### src/fpu_pkg.sv
// shared formats, widths and constants of the float multiply/add datapath
`default_nettype none

package fpu_pkg;

  // ---------------------------------------------------------------
  // field widths
  // ---------------------------------------------------------------
  localparam int SHT_EXP_W = 4;
  localparam int SHT_FRC_W = 11;
  localparam int SGL_EXP_W = 8;
  localparam int SGL_FRC_W = 23;
  localparam int EXT_EXP_W = 8;
  localparam int EXT_FRC_W = 31;
  localparam int SHT_W = SHT_EXP_W + 1 + SHT_FRC_W;
  localparam int SGL_W = SGL_EXP_W + 1 + SGL_FRC_W;
  localparam int EXT_W = EXT_EXP_W + 1 + EXT_FRC_W;

  // ---------------------------------------------------------------
  // datapath widths
  // ---------------------------------------------------------------
  // source mantissa is sign plus fraction; the implied bit makes it one wider
  localparam int MAN_W = SGL_FRC_W + 1;
  localparam int MUL_IN_W = MAN_W + 1;
  localparam int PROD_W = 2 * MUL_IN_W;
  // aligned add mantissa: two guard bits above sign, implied bit, fraction
  localparam int SUM_W = EXT_FRC_W + 4;
  localparam int NRM_W = EXT_FRC_W + 2;
  localparam int CNT_W = 6;
  // wide exponent so that sums and adjustments never wrap before the check
  localparam int XEXP_W = 10;

  // ---------------------------------------------------------------
  // reserved codes and limits
  // ---------------------------------------------------------------
  localparam logic [SHT_EXP_W-1:0] SHT_EXP_ZERO = 4'h8;
  localparam logic [EXT_EXP_W-1:0] EXP_ZERO = 8'h80;
  localparam logic [EXT_EXP_W-1:0] EXP_MAX = 8'h7F;
  localparam logic signed [XEXP_W-1:0] XEXP_MAX = 10'sh07F;
  localparam logic signed [XEXP_W-1:0] XEXP_MIN = 10'sh381;

  // ---------------------------------------------------------------
  // types
  // ---------------------------------------------------------------
  typedef enum logic [1:0] {
    FMT_SHORT  = 2'h0,
    FMT_SINGLE = 2'h1,
    FMT_EXT    = 2'h2
  } fmt_e;

  typedef enum logic [1:0] {
    OP_MUL = 2'h0,
    OP_ADD = 2'h1,
    OP_SUB = 2'h2,
    OP_CVT = 2'h3
  } op_e;

  typedef struct packed {
    logic [SHT_EXP_W-1:0] exp;
    logic sgn;
    logic [SHT_FRC_W-1:0] frac;
  } short_fp_s;

  typedef struct packed {
    logic [SGL_EXP_W-1:0] exp;
    logic sgn;
    logic [SGL_FRC_W-1:0] frac;
  } sgl_fp_s;

  typedef struct packed {
    logic [EXT_EXP_W-1:0] exp;
    logic sgn;
    logic [EXT_FRC_W-1:0] frac;
  } ext_fp_s;

  typedef struct packed {
    fmt_e fmt;
    logic [EXT_W-1:0] bits;
  } operand_s;

  typedef struct packed {
    ext_fp_s val;
    logic ovf;
    logic unf;
  } result_s;

  localparam sgl_fp_s SGL_ZERO = '{exp: EXP_ZERO, sgn: 1'b0, frac: '0};
  localparam ext_fp_s EXT_ZERO = '{exp: EXP_ZERO, sgn: 1'b0, frac: '0};
  localparam ext_fp_s EXT_POS_MAX = '{exp: EXP_MAX, sgn: 1'b0, frac: '1};
  localparam ext_fp_s EXT_NEG_MAX = '{exp: EXP_MAX, sgn: 1'b1, frac: '0};

endpackage : fpu_pkg

`default_nettype wire

### src/float_mul_add_datapath.sv
// floating-point multiply, add, subtract and format conversion datapath
`default_nettype none

// Functional notes
// - format conversion built into every operation
// - narrow zero widens to wider zero
// - short to single: sign-extend exponent, pad fraction
// - short to extended: fixed bit placement, low zeros
// - single to extended keeps exponent, pads fraction
// - extended to single truncates fraction, no rounding
// - multiply sources forced to single precision
// - product extended precision, one cycle
// - 25-bit mantissas give 50-bit product, exponents add
// - zero product mantissa forces exponent minus 128
// - product normalized by right shift 0..2
// - overflow checked after add and normalize
// - overflow saturates toward sign of result
// - underflow replaced by extended zero
// - multiply by zero gives exact zero
// - adder takes larger exponent
// - smaller operand right-aligned, signed add
// - subtract negates and reuses add path
// - zero sum gets most negative exponent
// - sum overflow: shift right one, exponent plus one
// - else left-normalize by redundant sign count
// - short, single, extended field widths
// - extended zero is exponent minus 128
module float_mul_add_datapath
  import fpu_pkg::*;
(
  // clock and reset
  input wire logic ref_clk_i,
  input wire logic rst_b_i,
  // operation request
  input wire logic op_valid_i,
  input wire op_e op_sel_i,
  input wire operand_s opnd_a_i,
  input wire operand_s opnd_b_i,
  // result
  output logic res_valid_o,
  output ext_fp_s result_o,
  output sgl_fp_s result_sgl_o,
  output logic ovf_o,
  output logic unf_o
);

  // ---------------------------------------------------------------
  // format conversion functions
  // ---------------------------------------------------------------
  function automatic logic [SGL_EXP_W-1:0] sht_exp_wide(input logic [SHT_EXP_W-1:0] e);
    logic [SGL_EXP_W-1:0] w;
    w = {{(SGL_EXP_W - SHT_EXP_W){e[SHT_EXP_W-1]}}, e};
    if (e == SHT_EXP_ZERO) begin
      w = EXP_ZERO;
    end
    return w;
  endfunction : sht_exp_wide

  function automatic sgl_fp_s sht_to_sgl(input short_fp_s s);
    sgl_fp_s g;
    g.exp = sht_exp_wide(s.exp);
    g.sgn = s.sgn;
    g.frac = {s.frac, {(SGL_FRC_W - SHT_FRC_W){1'b0}}};
    if (s.exp == SHT_EXP_ZERO) begin
      g = SGL_ZERO;
    end
    return g;
  endfunction : sht_to_sgl

  function automatic ext_fp_s sht_to_ext(input short_fp_s s);
    ext_fp_s x;
    x.exp = sht_exp_wide(s.exp);
    x.sgn = s.sgn;
    x.frac = {s.frac, {(EXT_FRC_W - SHT_FRC_W){1'b0}}};
    if (s.exp == SHT_EXP_ZERO) begin
      x = EXT_ZERO;
    end
    return x;
  endfunction : sht_to_ext

  function automatic ext_fp_s sgl_to_ext(input sgl_fp_s g);
    ext_fp_s x;
    x.exp = g.exp;
    x.sgn = g.sgn;
    x.frac = {g.frac, {(EXT_FRC_W - SGL_FRC_W){1'b0}}};
    if (g.exp == EXP_ZERO) begin
      x = EXT_ZERO;
    end
    return x;
  endfunction : sgl_to_ext

  function automatic sgl_fp_s ext_to_sgl(input ext_fp_s x);
    sgl_fp_s g;
    g.exp = x.exp;
    g.sgn = x.sgn;
    g.frac = x.frac[EXT_FRC_W-1 -: SGL_FRC_W];
    return g;
  endfunction : ext_to_sgl

  // operand as tagged, widened or narrowed as the operation needs
  function automatic ext_fp_s to_ext(input operand_s op);
    ext_fp_s x;
    x = EXT_ZERO;
    unique case (op.fmt)
      FMT_SHORT: begin
        x = sht_to_ext(short_fp_s'(op.bits[SHT_W-1:0]));
      end
      FMT_SINGLE: begin
        x = sgl_to_ext(sgl_fp_s'(op.bits[SGL_W-1:0]));
      end
      default: begin
        x = ext_fp_s'(op.bits);
      end
    endcase
    return x;
  endfunction : to_ext

  function automatic sgl_fp_s to_sgl(input operand_s op);
    sgl_fp_s g;
    g = SGL_ZERO;
    unique case (op.fmt)
      FMT_SHORT: begin
        g = sht_to_sgl(short_fp_s'(op.bits[SHT_W-1:0]));
      end
      FMT_SINGLE: begin
        g = sgl_fp_s'(op.bits[SGL_W-1:0]);
      end
      default: begin
        g = ext_to_sgl(ext_fp_s'(op.bits));
      end
    endcase
    return g;
  endfunction : to_sgl

  // ---------------------------------------------------------------
  // exponent helpers and result packing
  // ---------------------------------------------------------------
  function automatic logic signed [XEXP_W-1:0] xexp(input logic [EXT_EXP_W-1:0] e);
    return $signed({{(XEXP_W - EXT_EXP_W){e[EXT_EXP_W-1]}}, e});
  endfunction : xexp

  // the wide exponent carries both the raw sum and the shift, so one check covers both
  function automatic result_s pack_result(
    input logic zero,
    input logic signed [XEXP_W-1:0] e,
    input logic sgn,
    input logic [EXT_FRC_W-1:0] frac
  );
    result_s r;
    r.ovf = 1'b0;
    r.unf = 1'b0;
    r.val = '{exp: e[EXT_EXP_W-1:0], sgn: sgn, frac: frac};
    if (zero) begin
      r.val = EXT_ZERO;
    end else if (e > XEXP_MAX) begin
      r.ovf = 1'b1;
      r.val = sgn ? EXT_NEG_MAX : EXT_POS_MAX;
    end else if (e < XEXP_MIN) begin
      r.unf = 1'b1;
      r.val = EXT_ZERO;
    end
    return r;
  endfunction : pack_result

  // ---------------------------------------------------------------
  // multiplier
  // ---------------------------------------------------------------
  wire sgl_fp_s mul_a = to_sgl(opnd_a_i);
  wire sgl_fp_s mul_b = to_sgl(opnd_b_i);
  wire logic signed [MUL_IN_W-1:0] mul_man_a = $signed({mul_a.sgn, ~mul_a.sgn, mul_a.frac});
  wire logic signed [MUL_IN_W-1:0] mul_man_b = $signed({mul_b.sgn, ~mul_b.sgn, mul_b.frac});
  wire logic signed [PROD_W-1:0] prod = mul_man_a * mul_man_b;

  // sources are taken as normalized: other inputs may need more than the 0..2 shift
  // normalized product has its sign at PROD_W-3 and its implied bit below it
  wire logic prod_sh2 = prod[PROD_W-1] != prod[PROD_W-2];
  wire logic prod_sh1 = prod[PROD_W-2] != prod[PROD_W-3];
  wire logic [1:0] mul_sh = prod_sh2 ? 2'h2 : (prod_sh1 ? 2'h1 : 2'h0);
  wire logic signed [PROD_W-1:0] prod_n = prod >>> mul_sh;
  wire logic mul_sgn = prod_n[PROD_W-3];
  wire logic [EXT_FRC_W-1:0] mul_frac = prod_n[PROD_W-5 -: EXT_FRC_W];

  // exponent sum then normalization adjust, checked together after both
  wire logic signed [XEXP_W-1:0] mul_xexp =
    xexp(mul_a.exp) + xexp(mul_b.exp) + $signed(XEXP_W'(mul_sh));

  wire logic mul_src_zero = (mul_a.exp == EXP_ZERO) || (mul_b.exp == EXP_ZERO);
  wire logic prod_zero = prod == '0;
  wire result_s mul_res = pack_result(mul_src_zero || prod_zero, mul_xexp, mul_sgn, mul_frac);

  // ---------------------------------------------------------------
  // adder and subtractor
  // ---------------------------------------------------------------
  // zero operands contribute a zero mantissa whatever the other exponent is
  function automatic logic signed [SUM_W-1:0] ext_man(input ext_fp_s x);
    logic signed [SUM_W-1:0] m;
    m = $signed({{(SUM_W - EXT_FRC_W - 2){x.sgn}}, x.sgn, ~x.sgn, x.frac});
    if (x.exp == EXP_ZERO) begin
      m = '0;
    end
    return m;
  endfunction : ext_man

  wire ext_fp_s add_a = to_ext(opnd_a_i);
  wire ext_fp_s add_b = to_ext(opnd_b_i);
  wire logic signed [XEXP_W-1:0] add_xa = xexp(add_a.exp);
  wire logic signed [XEXP_W-1:0] add_xb = xexp(add_b.exp);
  wire logic a_ge_b = add_xa >= add_xb;
  wire logic signed [XEXP_W-1:0] big_xexp = a_ge_b ? add_xa : add_xb;
  wire logic [XEXP_W-1:0] exp_diff = a_ge_b ? add_xa - add_xb : add_xb - add_xa;

  wire logic signed [SUM_W-1:0] man_a = ext_man(add_a);
  wire logic signed [SUM_W-1:0] man_b_raw = ext_man(add_b);
  // no overflow in the negation: the guard bits hold the magnitude two
  wire logic signed [SUM_W-1:0] man_b = (op_sel_i == OP_SUB) ? -man_b_raw : man_b_raw;

  wire logic signed [SUM_W-1:0] man_big = a_ge_b ? man_a : man_b;
  wire logic signed [SUM_W-1:0] man_small = a_ge_b ? man_b : man_a;
  // bits shifted out of the smaller operand are lost, never rounded
  wire logic signed [SUM_W-1:0] man_align = man_small >>> exp_diff;
  wire logic signed [SUM_W-1:0] sum = man_big + man_align;

  wire logic sum_zero = sum == '0;
  wire logic sum_ovf = sum[SUM_W-2] != sum[SUM_W-3];

  logic [CNT_W-1:0] lsc_n;

  lead_sign_count u_lsc (
    .value_i(sum[NRM_W-1:0]),
    .count_o(lsc_n)
  );

  // right shift drops one low bit; nothing is rounded here
  wire logic signed [SUM_W-1:0] sum_r = sum >>> 1;
  wire logic signed [SUM_W-1:0] sum_l = sum <<< lsc_n;
  wire logic signed [SUM_W-1:0] sum_n = sum_ovf ? sum_r : sum_l;
  wire logic add_sgn = sum_n[NRM_W-1];
  wire logic [EXT_FRC_W-1:0] add_frac = sum_n[EXT_FRC_W-1:0];

  wire logic signed [XEXP_W-1:0] add_adj =
    sum_ovf ? $signed(XEXP_W'(1'b1)) : -$signed(XEXP_W'(lsc_n));
  wire logic signed [XEXP_W-1:0] add_xexp = big_xexp + add_adj;
  wire result_s add_res = pack_result(sum_zero, add_xexp, add_sgn, add_frac);

  // ---------------------------------------------------------------
  // conversion pass and result select
  // ---------------------------------------------------------------
  wire result_s cvt_res = '{val: to_ext(opnd_a_i), ovf: 1'b0, unf: 1'b0};

  result_s res_sel;

  always_comb begin
    res_sel = add_res;
    unique case (op_sel_i)
      OP_MUL: begin
        res_sel = mul_res;
      end
      OP_CVT: begin
        res_sel = cvt_res;
      end
      OP_ADD, OP_SUB: begin
        res_sel = add_res;
      end
    endcase
  end

  // ---------------------------------------------------------------
  // result registers
  // ---------------------------------------------------------------
  // whole operation is one combinational pass captured on one edge
  result_s res_q;
  result_s res_d;
  logic valid_q;
  logic valid_d;

  assign res_d = op_valid_i ? res_sel : res_q;
  assign valid_d = op_valid_i;

  always_ff @(posedge ref_clk_i) begin
    if (!rst_b_i) begin
      res_q <= '{val: EXT_ZERO, ovf: 1'b0, unf: 1'b0};
      valid_q <= 1'b0;
    end else begin
      res_q <= res_d;
      valid_q <= valid_d;
    end
  end

  // ---------------------------------------------------------------
  // outputs
  // ---------------------------------------------------------------
  assign res_valid_o = valid_q;
  assign result_o = res_q.val;
  // the single view truncates; callers that need rounding must do it themselves
  assign result_sgl_o = ext_to_sgl(res_q.val);
  assign ovf_o = res_q.ovf;
  assign unf_o = res_q.unf;

endmodule : float_mul_add_datapath

`default_nettype wire

### src/lead_sign_count.sv
// counter of redundant sign bits below the top bit of a normalizer input
`default_nettype none

module lead_sign_count
  import fpu_pkg::*;
(
  // value to scan, top bit is the sign
  input wire logic [NRM_W-1:0] value_i,
  // number of following bits equal to the sign
  output logic [CNT_W-1:0] count_o
);

  logic [CNT_W-1:0] cnt;
  logic run;

  // ---------------------------------------------------------------
  // scan from the top down
  // ---------------------------------------------------------------
  always_comb begin
    cnt = '0;
    run = 1'b1;
    for (int i = NRM_W - 2; i >= 0; i--) begin
      if (run && (value_i[i] == value_i[NRM_W-1])) begin
        cnt = cnt + 1'b1;
      end else begin
        run = 1'b0;
      end
    end
  end

  assign count_o = cnt;

endmodule : lead_sign_count

`default_nettype wire

### config.mk
export PLATFORM = sky130hd
export DESIGN_NAME = float_mul_add_datapath
export DESIGN_NICKNAME = d
export VERILOG_FILES = /design/src/fpu_pkg.sv /design/src/float_mul_add_datapath.sv /design/src/lead_sign_count.sv
export SDC_FILE = /design/constraint.sdc
export NUM_CORES = 2
export LEC_CHECK = 0
export ABC_CLOCK_PERIOD_IN_PS = 79600
export BUFFER_PORTS_ARGS = -buffer_cell sky130_fd_sc_hd__buf_2
export CAP_MARGIN = 15
export CORE_ASPECT_RATIO = 1.5
export CORE_MARGIN = 3
export CORE_UTILIZATION = 40
export CTS_CLUSTER_SIZE = 20
export DETAILED_ROUTE_END_ITERATION = 6
export PLACE_DENSITY_LB_ADDON = 0.05
export SETUP_SLACK_MARGIN = 0.3
export SLEW_MARGIN = 30
export SYNTH_ARGS = -nofsm -noshare
export SYNTH_HDL_FRONTEND = slang
export SYNTH_SLANG_ARGS = --single-unit
### constraint.sdc
create_clock -name ref_clk_i -period 79.6 [get_ports ref_clk_i]
set_input_delay 3.98 -clock ref_clk_i [delete_from_list [all_inputs] [get_ports ref_clk_i]]
set_output_delay 3.98 -clock ref_clk_i [all_outputs]
set_load 0.02 [all_outputs]
== Word-level counts from Yosys, hierarchy flattened ==
Cells that the tools add are included.

* Flip-flop bits (word level): 43
* Input port bits: 89
* Output and inout port bits: 75
* Word-level logic and storage cells: 246

* Add/sub/neg operators: 39
* Multiply operators: 1
* Order comparisons: 5
* Equal/unequal tests: 48
* Shifts and indexed selects: 3
* Muxes and demuxes: 101
* Bitwise operators: 4
* Reduce and logical (&&, ||, !) cells: 39

{| class="wikitable"
|+ Operator list
! operator !! number
|-
| $mux W40 || 10
|-
| $add A6 B1 Y6 const B || 31
|-
| $mux W6 || 31
|-
| $mux W35 || 5
|-
| $pmux W40 S2 || 2
|-
| $mux W32 || 4
|-
| $pmux W32 S2 || 2
|-
| $pmux W42 S3 || 1
|-
| $logic_not A50 Y1 || 1
|-
| $mul A25 B25 Y50 || 1
|-
| $sshr A50 B2 Y48 || 1
|-
| $eq A8 B8 Y1 const B || 6
|-
| $mux W1 || 39
|-
| $add A35 B35 Y35 || 1
|-
| $logic_not A35 Y1 || 1
|-
| $neg A35 Y35 || 1
|-
| $sshl A35 B6 Y33 || 1
|-
| $sshr A35 B10 Y35 || 1
|-
| $mux W33 || 1
|-
| $eq A1 B1 Y1 || 32
|-
| $logic_and A1 B1 Y1 || 31
|-
| $mux W10 || 3
|-
| $gt A10 B8 Y1 const B || 2
|-
| $lt A10 B8 Y1 const B || 2
|-
| 15 further kinds || 30
|}

== Logic depth before layout (Yosys ltp) ==
* Depth in word-level cells: 82
* Mapped depth: 159
* Gate-level depth less buffers: 149

== Modules after synthesis ==
A second synthesis with hierarchy kept.

* Cell total of the unflattened synthesis: 6,204
* Area total of the unflattened synthesis: 46,055.4 µm²

{| class="wikitable"
|+ By module, submodules not included
! module !! instances !! cells each !! area an instance (µm²) !! seq. area each (µm²)
|-
| float_mul_add_datapath || 1 || 5,438 || 40,804.1 || 860.8
|-
| lead_sign_count || 1 || 766 || 5,251.3 || 0.0
|}

== Worst setup path after synthesis ==
No wires, ideal clock.

* Kind: in2reg
* Start point: in opnd_b_i[40] in the netlist's numbering
* End point: reg res_q, in the netlist result_o[9]
* Setup time: 0.123 ns
* Arrival: 33.041 ns
* Required time: 79.477 ns
* Path slack: 46.436 ns
* Stages on the path: 150
* Buffers on the path: 10
* Cells stage by stage: clkbuf_1 -> mux2i_1 -> o21ai_0 -> inv_1 -> nor4_1 -> nand2_1 -> nor4_1 -> a211oi_1 -> or2_2 -> nand2b_1 -> nand2b_1 -> or3_1 -> or2_2 -> nor2_1 -> nor2_1 -> o21ai_0 -> nor2b_1 -> a21bo_1 -> (+114 left out) -> nor2b_1 -> ha_1 -> a21o_1 -> a21oi_1 -> o21bai_1 -> a21oi_1 -> o21bai_1 -> a21oi_1 -> o21bai_1 -> a21oi_1 -> xnor2_1 -> xor2_2 -> and2_1 -> buf_2 -> buf_4 -> a221o_1 -> a221oi_1 -> nor2_1

* Cells in the longest elaborated chain, start to end: 81
* Elaborated cells on any way between the ends: 208
* Classes of those cells: add/sub (39); mul (1); order compare (5); eq/ne (38); shift (3); mux (84); bitwise (2); reduce/logical (36)

{| class="wikitable"
|+ RTL lines
! what !! line !! source
|-
| start, declared || float_mul_add_datapath.sv:38 || <nowiki>input wire operand_s opnd_b_i,</nowiki>
|-
| $eq A2 B1 Y1 / $logic_not A2 Y1 (equally long branches) || float_mul_add_datapath.sv:104, float_mul_add_datapath.sv:121 ||
|-
| $pmux W40 S2 || float_mul_add_datapath.sv:104 || <nowiki>unique case (op.fmt)</nowiki>
|-
| $eq A8 B8 Y1 / $not A1 Y1 (equally long branches) || float_mul_add_datapath.sv:198, float_mul_add_datapath.sv:197 ||
|-
| $mux W35 || float_mul_add_datapath.sv:198 || <nowiki>if (x.exp == EXP_ZERO) begin</nowiki>
|-
| $neg A35 Y35 || float_mul_add_datapath.sv:215 || <nowiki>wire logic signed [SUM_W-1:0] man_b = (op_sel_i == OP_SUB) ? -man_b_raw : man_b_raw;</nowiki>
|-
| $mux W35 || float_mul_add_datapath.sv:215 ||
|-
| $mux W35 || float_mul_add_datapath.sv:218 || <nowiki>wire logic signed [SUM_W-1:0] man_small = a_ge_b ? man_b : man_a;</nowiki>
|-
| $sshr A35 B10 Y35 || float_mul_add_datapath.sv:220 || <nowiki>wire logic signed [SUM_W-1:0] man_align = man_small >>> exp_diff;</nowiki>
|-
| (+65 left out) || -- ||
|-
| $neg A6 Y10 || float_mul_add_datapath.sv:241 || <nowiki>sum_ovf ? $signed(XEXP_W'(1'b1)) : -$signed(XEXP_W'(lsc_n));</nowiki>
|-
| $mux W10 || float_mul_add_datapath.sv:241 ||
|-
| $add A10 B10 Y10 || float_mul_add_datapath.sv:242 || <nowiki>wire logic signed [XEXP_W-1:0] add_xexp = big_xexp + add_adj;</nowiki>
|-
| $lt A10 B8 Y1 || float_mul_add_datapath.sv:158 || <nowiki>end else if (e < XEXP_MIN) begin</nowiki>
|-
| $mux W40 || float_mul_add_datapath.sv:158 ||
|-
| $mux W40 || float_mul_add_datapath.sv:155 || <nowiki>end else if (e > XEXP_MAX) begin</nowiki>
|-
| $mux W40 || float_mul_add_datapath.sv:153 || <nowiki>if (zero) begin</nowiki>
|-
| $pmux W42 S3 * || float_mul_add_datapath.sv:254 || <nowiki>unique case (op_sel_i)</nowiki>
|-
| end signal, assigned || float_mul_add_datapath.sv:281 || <nowiki>res_q <= '{val: EXT_ZERO, ovf: 1'b0, unf: 1'b0};</nowiki>
|-
| end signal, assigned || float_mul_add_datapath.sv:284 || <nowiki>res_q <= res_d;</nowiki>
|-
| end, declared || float_mul_add_datapath.sv:271 || <nowiki>result_s res_q;</nowiki>
|}

Every way passes the cells marked *; elsewhere a longest branch is shown, timed or not.
A chain may end at the register's enable or synchronous reset.

== Worst setup path after layout ==
* Start point: in opnd_b_i[40] in the netlist's numbering
* End point: reg res_q, in the netlist result_o[17]

The elaborated chain is that of the path after synthesis.

==> impl_results.md <==
* Top post-synthesis cells by area: fa_1 31%, ha_1 8.2%, nand2_1 7.4%, inv_1 6.6%, nor2_1 4.8%
* Met2 wire length at 94.8 mm
* ANT nets after route at 0
* Cell taking the most area after synthesis: fa_1
* WL met1 at 65.9 mm
* Synthesized area at 42000 um2
* Largest net degree at the start of global routing at 85
* Vias in the first global route at 42300
* Max cap viols at 0
* Met3 routed WL at 9.64 mm
* Wire length of the first global-routing pass at 276 mm
* Clock Pin Slew Worst Setup and Hold Paths at 0.07 ns
* Synth cell count leaders: 825 x nand2_1, 736 x inv_1, 644 x fa_1, 536 x nor2_1, 367 x a21oi_1
* Clock Latency Late Sink at 0.29 ns
* Dpl hpwl at 157 mm
* Syn Inst Count at 5610
* Synth unique cells at 107
* Deepest clock path buffer count at 2
* Worst-margin pin slew at 1.09 ns
* Initial antenna violation count at 8
* Run status: finished clean
* Most frequent cell after synthesis: nand2_1
* Slowest library cell on the worst path: xor2_1
* Req. time, crit path at 79.84 ns
* RD Place Congestion at 0.989
* Dpl ws at 42.90 ns
* Synth Register Bits at 43
* P&R area growth vs syn at 6.04%
* Post-synthesis async set-or-reset flop share at 0%
* Syn nets at 6618
* Die area at 109000 um2
* Worst Skew at 0 ns
* Port bufs at 163
* Final WS setup at 43.14 ns
* Total length of routed wires at 188 mm
* RSZ-0062 raised after global routing: false
* Vias at 40900
* Worst setup path category: in -> reg
* Clock buffer count from CTS at 5
* Crit path max fanout at 84
* Nets at 6562
* Worst Path Arrival at 36.70 ns
* Routed WL per cell at 27.0 um
* Share of the synthesized area in the top cell type at 30.7%
* Crit end category: register
* Core area at 103000 um2
* Final Cycle Share at 45.8%
* First-pass DRT Iterations at 6
* Post-synth EDFFs at 0
* Initial core utilization at 40.6%
* DRT iter0 DRCs at 2973
* DR vias/cell at 5.89
* Rel. slew slack at 27.1%
* Num ports at 164
* All-Layer GR Usage at 34.0%
* CP most frequent cell: ha_1
* Rows at 144
* Worst hold path class: reg -> reg
* Postcts setup bufs at 0
* Final Hold Violating Endpoints at 0
* Ratio of cells with drive above 1 in the final layout at 8.37%
* # H-tree levels at 2
* Post-CTS sizing at 0
* Pins Over Slew Limit at 0
* Register area share after synthesis at 2.05%
* Die W at 270 um
* Final Critical Period at 36.46 ns
* Syn_area_per_cell at 7.48 um2
* DR DRC count at 0
* Clk sink count at 43
* Final TNS setup at 0 ns
* Commonest register cell after synthesis: dfxtp_1
* GRT Residual Overflow at 0
* Top sig layer: met5
* Worst R2R Setup Slack at 78.63 ns
* CP max stage delay at 0.90 ns
* CTS tree: yes
* Die extent in y at 403 um
* Setup violators final at 0
* Root buf cell: clkbuf_16
* Crit start category: input pin
* Fmax at 0.0274 GHz
* Ys Warns at 0
* CTS Hold Buffers Added at 0
==> worst max-delay path: cells and delay by family <==
| family | cells | cell delay [ns] |
|---|---|---|
| compound gates | 51 | 10.10 |
| xor+xnor | 3 | 1.52 |
| fa+ha+maj | 32 | 9.50 |
| buf+inv | 10 | 2.28 |
| mux | 19 | 4.29 |
| simple gates | 32 | 4.92 |
==> state kept, by name, indices dropped and copies added (netlist names) <==
signal and count:
result_o 40, unf_o 1, ovf_o 1, res_valid_o 1
==> path summary, 6_finish.rpt <==
| path | endpoint | startpoint | cells past startpoint |
|---|---|---|---|
| worst max register to register | result_o[13] | result_o[13] | 2 |
| worst max-delay path | result_o[17] | opnd_b_i[40] | 147 |
| worst min-delay path | result_o[39] | result_o[39] | 2 |
| worst min register to register | result_o[39] | result_o[39] | 2 |
==> metrics by stage <==
step	cells	hold WS, ns	area, um2	utilization (%)
2_1_floorplan	5610	0.574	42000	-
3_3_place_gp	6927	0.515	44100	42.7
3_5_place_dp	6932	0.523	44200	42.8
4_1_cts	6940	0.534	44400	42.9
5_1_grt	6942	0.544	44500	43.0
6_report	6947	0.522	44500	43.0
==> routing by layer <==
metal | track usage [%] | vias to the layer above
li1 | - | 18500
met1 | 36.4 | 20300
met2 | 62.0 | 1574
met3 | 3.38 | 542
met4 | 24.9 | 2
met5 | 0 | -
==> layout make-up <==
type / count / area [um2]
timing repair buffer: 293 / 1860
clock buffer: 5 / 125
tap: 1387 / 1740
antenna: 5 / 12.5
inverter: 738 / 2770
fill: 11000 / 58900
clock inverter: 3 / 43.8
sequential: 43 / 861
multi-input combinational: 4473 / 37100
==> placed cells by master, fill, tap and decap left out, types with 43 or more instances in the layout <==
| cell | count |
|---|---|
| dfxtp_1 | 43 |
| nand2b_1 | 43 |
| o211ai_1 | 56 |
| a211oi_1 | 43 |
| ha_1 | 275 |
| o21a_1 | 52 |
| o21ai_0 | 284 |
| and2_1 | 50 |
| xor2_1 | 58 |
| fa_1 | 644 |
| mux2_2 | 52 |
| a31oi_1 | 43 |
| a21o_1 | 65 |
| buf_4 | 124 |
| nor2_1 | 536 |
| inv_1 | 736 |
| nor3_1 | 72 |
| buf_2 | 164 |
| mux2i_1 | 152 |
| nand3_1 | 102 |
| nand2_1 | 824 |
| xnor2_1 | 132 |
| a21oi_1 | 361 |
==> logic make-up after synthesis <==
logic type               after synthesis  synth area share [%]
flip-flops                            43                  2.05
AO/OA/AOI/OAI                       1276                  19.5
buffers and inverters               1094                  10.2
adder cells (fa/ha/maj)              920                  38.9
multiplexers                         206                  5.10
XOR/XNOR                             219                  5.00
AND/OR/NAND/NOR                     1852                  19.3
Power is not shown: default switching activity piles up to over one toggle a cycle in this logic, so the estimate is an artifact.
